<file path="src/accf_regs.vh">
// Contract
// - Writing run bit one starts counter.
// - Module n match/capture sets flag n.
// - Flags cleared only by software write.
// - Reserved bits read value is undefined.
// - Enabled set event flag requests interrupt.
`ifndef ACCF_REGS_VH
`define ACCF_REGS_VH

// Register offsets on the plain register port.
`define ACCF_OFS_CONTROL    8'h00
`define ACCF_OFS_MODE       8'h01
`define ACCF_OFS_COUNT_LO   8'h02
`define ACCF_OFS_COUNT_HI   8'h03
`define ACCF_OFS_IRQ_STATUS 8'h04
`define ACCF_OFS_IRQ_CLEAR  8'h05
`define ACCF_OFS_IRQ_ENABLE 8'h06

// Field positions of array_counter_control.
`define ACCF_CTL_OVF_BIT    7
`define ACCF_CTL_RUN_BIT    6
`define ACCF_CTL_MOD_HI     4
`define ACCF_CTL_MOD_LO     0

// Field positions of array_counter_mode.
`define ACCF_MODE_SEL_HI    2
`define ACCF_MODE_SEL_LO    1
`define ACCF_MODE_OVF_EN    0

// Field positions of the interrupt status, clear and enable registers.
`define ACCF_IRQ_OVF_BIT    5
`define ACCF_IRQ_MOD_HI     4
`define ACCF_IRQ_MOD_LO     0

// Count pulse select encodings.
`define ACCF_SEL_DIV12      2'h0
`define ACCF_SEL_DIV4       2'h1
`define ACCF_SEL_TIMER0     2'h2
`define ACCF_SEL_EXT        2'h3

// Reset values.
`define ACCF_RST_CONTROL    8'h00
`define ACCF_RST_MODE       8'h00
`define ACCF_RST_COUNT      16'h0000
`define ACCF_RST_ENABLE     5'h00

// Timing counts of the internal count pulse dividers.
`define ACCF_DIV_SLOW       4'hc
`define ACCF_DIV_FAST       4'h4

`endif

</file>
<file path="src/accf_pulse.v">
`include "accf_regs.vh"

module accf_pulse (
  // Clock and reset.
  input  wire       i_clk,
  input  wire       i_rst_n,
  // Source select and sources.
  input  wire [1:0] i_sel,
  input  wire       i_timer0_ovf,
  input  wire       i_ext_count,
  // Selected count pulse.
  output reg        o_pulse
);

  reg [3:0] div_cnt;
  reg [3:0] next_div_cnt;
  reg [2:0] ext_sync;
  reg       ext_level;
  reg       next_pulse;
  wire      slow_tick;
  wire      fast_tick;
  wire      ext_fall;

  // Divider producing one-cycle ticks at osc/12 and osc/4.
  assign slow_tick = (div_cnt == (`ACCF_DIV_SLOW - 4'h1));
  assign fast_tick = (div_cnt[1:0] == 2'h3);

  always @* begin
    if (slow_tick) begin
      next_div_cnt = 4'h0;
    end else begin
      next_div_cnt = div_cnt + 4'h1;
    end
  end

  // External pin: three flops, change accepted when the last two agree.
  assign ext_fall = ext_level & ~ext_sync[1] & ~ext_sync[2];

  always @* begin
    case (i_sel)
      `ACCF_SEL_DIV12:  next_pulse = slow_tick;
      `ACCF_SEL_DIV4:   next_pulse = fast_tick;
      `ACCF_SEL_TIMER0: next_pulse = i_timer0_ovf;
      `ACCF_SEL_EXT:    next_pulse = ext_fall;
      default:          next_pulse = 1'b0;
    endcase
  end

  always @(posedge i_clk) begin
    if (!i_rst_n) begin
      div_cnt   <= 4'h0;
      ext_sync  <= 3'h7;
      ext_level <= 1'b1;
      o_pulse   <= 1'b0;
    end else begin
      div_cnt   <= next_div_cnt;
      ext_sync  <= {ext_sync[1:0], i_ext_count};
      if (ext_sync[1] == ext_sync[2]) begin
        ext_level <= ext_sync[2];
      end
      o_pulse   <= next_pulse;
    end
  end

endmodule

</file>
<file path="src/accf_top.v">
`include "accf_regs.vh"

module accf_top #(
  parameter NUM_MODULES = 5
) (
  // Clock and reset.
  input  wire        i_clk,
  input  wire        i_rst_n,
  // Register port.
  input  wire [7:0]  i_addr,
  input  wire [7:0]  i_wr_data,
  input  wire        i_wr,
  input  wire        i_rd,
  output reg  [7:0]  o_rd_data,
  // Module events and count sources.
  input  wire [4:0]  i_module_event,
  input  wire        i_timer0_ovf,
  input  wire        i_ext_count,
  // Counter value and interrupt.
  output reg  [15:0] o_count,
  output wire        o_irq
);

  reg        run;
  reg        ovf_flag;
  reg  [4:0] mod_flag;
  reg  [1:0] pulse_sel;
  reg        ovf_irq_en;
  reg  [4:0] mod_irq_en;
  reg        next_run;
  reg        next_ovf_flag;
  reg  [4:0] next_mod_flag;
  reg  [1:0] next_pulse_sel;
  reg        next_ovf_irq_en;
  reg  [4:0] next_mod_irq_en;
  reg [15:0] next_count;
  reg  [7:0] next_rd_data;
  wire       count_pulse;
  wire       ovf_event;
  wire       wr_control;
  wire       wr_mode;
  wire       wr_clear;
  wire       wr_enable;

  // Reset images of the control and mode registers, cut to each field.
  localparam [7:0] RST_CTL  = `ACCF_RST_CONTROL;
  localparam [7:0] RST_MODE = `ACCF_RST_MODE;

  // Decodes a write strobe to one register offset.
  function hit;
    input [7:0] addr;
    input [7:0] ofs;
    input       strobe;
    begin
      hit = strobe & (addr == ofs);
    end
  endfunction

  assign wr_control = hit(i_addr, `ACCF_OFS_CONTROL, i_wr);
  assign wr_mode    = hit(i_addr, `ACCF_OFS_MODE, i_wr);
  assign wr_clear   = hit(i_addr, `ACCF_OFS_IRQ_CLEAR, i_wr);
  assign wr_enable  = hit(i_addr, `ACCF_OFS_IRQ_ENABLE, i_wr);

  accf_pulse u_pulse (
    .i_clk        (i_clk),
    .i_rst_n      (i_rst_n),
    .i_sel        (pulse_sel),
    .i_timer0_ovf (i_timer0_ovf),
    .i_ext_count  (i_ext_count),
    .o_pulse      (count_pulse)
  );

  // Counter advances on each selected pulse while running.
  assign ovf_event = run & count_pulse & (o_count == 16'hffff);

  always @* begin
    if (run && count_pulse) begin
      next_count = o_count + 16'h0001;
    end else begin
      next_count = o_count;
    end
  end

  // Run bit changes only by software writes.
  always @* begin
    next_run = run;
    if (wr_control) begin
      next_run = i_wr_data[`ACCF_CTL_RUN_BIT];
    end
  end

  // Flags: software writes the control bits directly, the clear register
  // drops ones, and a hardware event in the same cycle wins.
  always @* begin
    next_ovf_flag = ovf_flag;
    next_mod_flag = mod_flag;
    if (wr_control) begin
      next_ovf_flag = i_wr_data[`ACCF_CTL_OVF_BIT];
      next_mod_flag = i_wr_data[`ACCF_CTL_MOD_HI:`ACCF_CTL_MOD_LO];
    end
    if (wr_clear) begin
      next_ovf_flag = ovf_flag & ~i_wr_data[`ACCF_IRQ_OVF_BIT];
      next_mod_flag = mod_flag & ~i_wr_data[`ACCF_IRQ_MOD_HI:`ACCF_IRQ_MOD_LO];
    end
    next_ovf_flag = next_ovf_flag | ovf_event;
    next_mod_flag = next_mod_flag | i_module_event;
  end

  // Mode and enable registers; the overflow enable is shared by both.
  always @* begin
    next_pulse_sel  = pulse_sel;
    next_ovf_irq_en = ovf_irq_en;
    next_mod_irq_en = mod_irq_en;
    if (wr_mode) begin
      next_pulse_sel  = i_wr_data[`ACCF_MODE_SEL_HI:`ACCF_MODE_SEL_LO];
      next_ovf_irq_en = i_wr_data[`ACCF_MODE_OVF_EN];
    end
    if (wr_enable) begin
      next_ovf_irq_en = i_wr_data[`ACCF_IRQ_OVF_BIT];
      next_mod_irq_en = i_wr_data[`ACCF_IRQ_MOD_HI:`ACCF_IRQ_MOD_LO];
    end
  end

  // Read mux; reserved and unmapped bits read as zero.
  always @* begin
    next_rd_data = 8'h00;
    if (i_rd) begin
      case (i_addr)
        `ACCF_OFS_CONTROL: begin
          next_rd_data[`ACCF_CTL_OVF_BIT] = ovf_flag;
          next_rd_data[`ACCF_CTL_RUN_BIT] = run;
          next_rd_data[`ACCF_CTL_MOD_HI:`ACCF_CTL_MOD_LO] = mod_flag;
        end
        `ACCF_OFS_MODE: begin
          next_rd_data[`ACCF_MODE_SEL_HI:`ACCF_MODE_SEL_LO] = pulse_sel;
          next_rd_data[`ACCF_MODE_OVF_EN] = ovf_irq_en;
        end
        `ACCF_OFS_COUNT_LO: begin
          next_rd_data = o_count[7:0];
        end
        `ACCF_OFS_COUNT_HI: begin
          next_rd_data = o_count[15:8];
        end
        `ACCF_OFS_IRQ_STATUS: begin
          next_rd_data[`ACCF_IRQ_OVF_BIT] = ovf_flag;
          next_rd_data[`ACCF_IRQ_MOD_HI:`ACCF_IRQ_MOD_LO] = mod_flag;
        end
        `ACCF_OFS_IRQ_ENABLE: begin
          next_rd_data[`ACCF_IRQ_OVF_BIT] = ovf_irq_en;
          next_rd_data[`ACCF_IRQ_MOD_HI:`ACCF_IRQ_MOD_LO] = mod_irq_en;
        end
        default: begin
          next_rd_data = 8'h00;
        end
      endcase
    end
  end

  always @(posedge i_clk) begin
    if (!i_rst_n) begin
      run        <= RST_CTL[`ACCF_CTL_RUN_BIT];
      ovf_flag   <= RST_CTL[`ACCF_CTL_OVF_BIT];
      mod_flag   <= RST_CTL[`ACCF_CTL_MOD_HI:`ACCF_CTL_MOD_LO];
      pulse_sel  <= RST_MODE[`ACCF_MODE_SEL_HI:`ACCF_MODE_SEL_LO];
      ovf_irq_en <= RST_MODE[`ACCF_MODE_OVF_EN];
      mod_irq_en <= `ACCF_RST_ENABLE;
      o_count    <= `ACCF_RST_COUNT;
      o_rd_data  <= 8'h00;
    end else begin
      run        <= next_run;
      ovf_flag   <= next_ovf_flag;
      mod_flag   <= next_mod_flag;
      pulse_sel  <= next_pulse_sel;
      ovf_irq_en <= next_ovf_irq_en;
      mod_irq_en <= next_mod_irq_en;
      o_count    <= next_count;
      o_rd_data  <= next_rd_data;
    end
  end

  // Interrupt is high while any enabled flag is set.
  assign o_irq = (ovf_flag & ovf_irq_en) | (|(mod_flag & mod_irq_en));

endmodule

</file>
<file path="config.mk">
export PLATFORM = sky130hd
export DESIGN_NAME = accf_top
export DESIGN_NICKNAME = d
export VERILOG_FILES = /design/src/accf_pulse.v /design/src/accf_top.v
export VERILOG_INCLUDE_DIRS = /design/src /design/src/src
export SDC_FILE = /design/constraint.sdc
export NUM_CORES = 1
export LEC_CHECK = 0
export ABC_AREA = 0
export BUFFER_PORTS_ARGS = -buffer_cell sky130_fd_sc_hd__buf_2
export CORE_MARGIN = 1.5
export CORE_UTILIZATION = 45
export DETAILED_ROUTE_END_ITERATION = 12
export GPL_ROUTABILITY_DRIVEN = 0
export PLACE_DENSITY = 0.68
export SLEW_MARGIN = 15
export SYNTH_ARGS = -nofsm -noshare
export SYNTH_HDL_FRONTEND = slang
export SYNTH_SLANG_ARGS = --single-unit
</file>
<file path="constraint.sdc">
create_clock -name i_clk -period 1.8 [get_ports i_clk]
set_input_delay 0.09 -clock i_clk [delete_from_list [all_inputs] [get_ports i_clk]]
set_output_delay 0.09 -clock i_clk [all_outputs]
set_load 0.03 [all_outputs]
</file>
Yosys cells after proc, flatten, opt, wreduce, memory -nomap -nowiden. Cells that the tools add are included.

Bitwise operators: 20. Reductions and logical operators: 8. Multiplexer cells: 11. $add $sub $neg: 2. Equal/unequal tests: 13.

Operators by type and width (number): 8-bit by 3-bit == test with 1-bit output, second input constant (3); 16-bit by 1-bit adder with 16-bit output, second input constant (1); 16-bit == test, second input constant (1); 8-bit by 2-bit == test with 1-bit output, second input constant (2); 3-bit one-hot mux with 5 select lines (1); 1-bit AND (10); 5-bit AND (2); 5-bit 2-to-1 mux (2); 8-bit by 1-bit == test with 1-bit output, second input constant (1); 8-bit logical NOT (1); 1-bit one-hot mux with 4 select lines (2); 2-bit one-hot mux with 4 select lines (1); 2-bit == test, second input constant (3); 2-bit one-hot mux with 3 select lines (1); 5-bit NOT (1); 5-bit OR (1); 5-bit OR reduction (1); 4-bit by 1-bit adder with 4-bit output, second input constant (1); 4-bit == test, second input constant (1); 1-bit 2-to-1 mux (4); 1-bit NOT (4); 2-bit OR reduction (2); 2-bit by 1-bit == test with 1-bit output, second input constant (1); 2-bit logical NOT (1); 5 further kinds (6).

Output and inout bits: 25. Flip-flop bits (word level): 48. Input bits: 27. Word-level logic and storage cells: 66.

Logic depth before layout (Yosys ltp).
Depth after elaboration: 5. Depth in mapped cells: 6. Depth with buffers taken out: 5.

By module. Synthesis repeated with hierarchy kept, for this count alone.

Cell total of the unflattened synthesis: 269. Area total of the unflattened synthesis: 2423.6 µm².

Modules (own cells, without submodules): accf_top (sequential area each 780.7 µm², area an instance 2075.7 µm², cells an instance 234, instances 1); accf_pulse (sequential area each 180.2 µm², area an instance 347.8 µm², cells an instance 35, instances 1).

Worst setup path before layout. Ideal clock, no wire load.

Path kind: reg-to-reg. Start point: reg o_count[4]. End point: reg o_count[13]. Period minus slack after synthesis: 2.022 ns. Path slack: -0.222 ns. Buffers on the path: 1. Arrival time: 1.952 ns. Stages on the path, launching flop included: 6. Data required time: 1.730 ns. Cells stage by stage: dfxtp_1 nand4_2 or4_1 buf_2 or4_1 a21oi_1.

Longest elaborated chain between the ends: 1.

RTL lines: start: declaration (line accf_top.v:20) `output reg [15:0] o_count,`; start signal: assignment (line accf_top.v:167) `` o_count <= `ACCF_RST_COUNT; ``; start signal: assignment (line accf_top.v:176) `o_count <= next_count;`; 16-bit by 1-bit adder with 16-bit output (line accf_top.v:78) `next_count = o_count + 16'h0001;`.

No other way between the ends. A chain may end at the register's enable or synchronous reset.

Worst setup path after layout.
Start point: reg o_count[0]. End point: reg o_count[14].

The elaborated chain is that of the path after synthesis.

==> metrics <==
Reg power frac a little over half; Place WS just over 0.04 ns; sequential standard cell area 988 sq um; Fmax 578 MHz; number of synthesized flops with an enable pin 0; leading area contributor after synthesis dfxtp_1; Worst Path Buf+Inv 0; placed inst area 2720 sq um; HPWL Detailed 4.39 mm; Die X between 70 and 80 um; CP Data Arrival Time 1.96 ns; Hold WS 0.0190 ns; PnR Total Power 2.00 mW; post-synth top area share between 40% and 50%; DRT iter0 DRCs 111; RSZ-0062 raised after global routing false; clock share of power 38.2%; ys flop type dfxtp_1; crit path kind reg -> reg; register area share after synthesis 41.2%; layout cells sized above 1 27.6%; final worst path period need 1.73 ns; Leakage 1.20 nW; first-pass GRT wire length 9.45 mm; largest net degree at the start of global routing 29; post-route setup slack 0.0686 ns; n_diodes 0; Worst Hold Class in -> reg; die area 5620 sq um; PortBufs between 50 and 60; Avg Vias per Cell 5.46; Worst Setup End Kind flip-flop; startpoint class of the critical path flip-flop; Synth area leaders dfxtp_1, mux2i_1, nor2_1; gr usage total 22.4%; grt total ovfl 0; Mapped Cells around 270; Comb power frac 7.9%; P per Cell Area about 690 nW/um^2; Worst Path Max Fanout 5; drt drc 0; Final Hold Viols 0; distinct cell type count of the synthesized netlist 49; Vias between 2000 and 2500; MaxCap Viol Count 0; H-tree depth 2; Max stage delay cell, worst path or3_2; delay-heaviest family, CP simple AND/OR/NAND/NOR gates; Layout Area Growth over Synthesis 24.7%; Die H 75.0 um; final core occ between 50% and 60%; clk root buf clkbuf_8; IO Pins 52; count of final setup violators 0; Max Slew Vio Count 0; multi-input logic area around 1300 sq um; synth warn 0; worst path cell trace ha_2 > nand4_1 > or3_2 > or4_1 > a21oi_1; max_slew headroom 65.8%; CTS Buffer Depth 2; register clock-pin slew on the reported worst setup and hold paths about 0.090 ns; switching share of total power 22.6%; Starting Density 46.2%; synthesized area per cell 8.66 sq um; Final period util 96.2%; Mapped Nets 298; Critical Path RT 2.03 ns; clock skew between 0.007 and 0.008 ns; via count of the first global-routing pass roughly 1900; per-cell routed wire length approximately 15 um; post-route cell area 2900 sq um; number of buffers created by CTS 5; # clock sinks between 40 and 50; antenna-violating nets left 0; top post-synthesis cells by count dfxtp_1, nor2_1, nand2_1; Peak supply drop 474 uV; placed cells 389; Post-Syn Area 2330 sq um; status completed; CP max stage delay about 0.43 ns; most frequent cell after synthesis dfxtp_1; DRT Pass-1 Iters 4; setup TNS 0 ns; core area 5040 sq um; final wirelength 6.01 mm; Filler cells 472; Async SR Flop Fraction 0%; internal power approximately 1.6 mW; Final Non-Filler Cells 403; Worst-Margin Slew approximately 0.5 ns; row count 26; # nets final approximately 360; CTS tree built; initial antenna violation count 0; Synth Register Bits 48; Skew-Pair Late Insertion Delay 0.30 ns; NetSw ~0.45 mW
-- registers in the layout, summed over array words and instances (netlist names) --
signal	flops
u_pulse.div_cnt	4
o_rd_data	8
pulse_sel	2
run	1
u_pulse.o_pulse	1
u_pulse.ext_sync	3
u_pulse.ext_level	1
mod_irq_en	5
ovf_flag	1
mod_flag	5
o_count	16
ovf_irq_en	1
-- power groups by stage --
stage / logic [mW] / clock network (mW) / registers (mW)
6_report: 0.159 / 0.765 / 1.08
2_1_floorplan: 0.0894 / 0 / 1.10
3_5_place_dp: 0.149 / 0 / 1.11
5_1_grt: 0.175 / 0.835 / 1.08
4_1_cts: 0.158 / 0.787 / 1.08
3_3_place_gp: 0.147 / 0 / 1.11
-- final cells by class --
type                            instances  area share [%]
Inverter                                6           0.776
Sequential cell                        48            34.0
Multi-Input combinational cell        203            44.9
Clock buffer                            6            2.50
Timing Repair Buffer                   68            13.6
Tap cell                               70            3.02
Clock inverter                          2            1.21
-- layer usage --
layer / wire (um) / GRT usage (%)
met4: 136 / 8.89
met3: 369 / 4.82
met1: 2780 / 30.0
met2: 2730 / 35.1
met5: 0 / 0
-- repair_timing --
action / in CTS / in global routing
endpoints found under the setup margin: 1 / 5
setup buffers: 0 / 1
gates resized for setup: 0 / 5
pin swaps: 1 / 2
hold buffers: 5 / 0
hold endpoints to repair: 5 / 0
cloned: 0 / 0
-- worst register-to-register path, cell delays in order, from the launching register on --
cell and delay, ns:
dfxtp_4 0.38, ha_2 0.19, nand4_1 0.10, or3_2 0.43, or4_1 0.42, a21oi_1 0.15
-- cells by family after synthesis --
kind of cell | share of synthesized area (%)
buffers and inverters | 3.81
muxes | 8.00
DFF | 41.2
and+or+nand+nor | 26.0
adders and majority gates | 1.07
AOI/OAI and AO/OA | 16.1
xor gates and xnor gates | 3.76
-- cells in the final DEF (no fill, tap or decap), drive strengths merged, types with 2 or more instances in the layout --
master and n:
ha 2, o21ai 12, nor3b 2, mux2i 13
dfxtp 48, or3 6, nor4b 3, xnor2 6
o22ai 3, xor2 4, nand2 22, o21a 5
a22oi 5, and4 3, nand2b 3, nor2 29
or4 4, dlygate4sd3 5, o22a 2, nor2b 3
a21oi 16, inv 6, nor4 2, a32oi 2
buf 63, clkbuf 6, o31ai 3, mux2 5
nor3 5, nand4 6, a211oi 2, nand3 18
a2bb2oi 5, and3 4
-- final timing paths --
kind | startpoint | endpoint | slack (ns) | cells past startpoint
max | o_count[0]$_SDFFE_PN0P_ | o_count[14]$_SDFFE_PN0P_ | 0.07 | 5
min | i_module_event[3] | mod_flag[3]$_SDFF_PN0_ | 0.02 | 2
max reg2reg | o_count[0]$_SDFFE_PN0P_ | o_count[14]$_SDFFE_PN0P_ | 0.07 | 5
min reg2reg | u_pulse.ext_sync[0]$_SDFF_PN1_ | u_pulse.ext_sync[1]$_SDFF_PN1_ | 0.42 | 1
(Power assumes the default switching activity.)
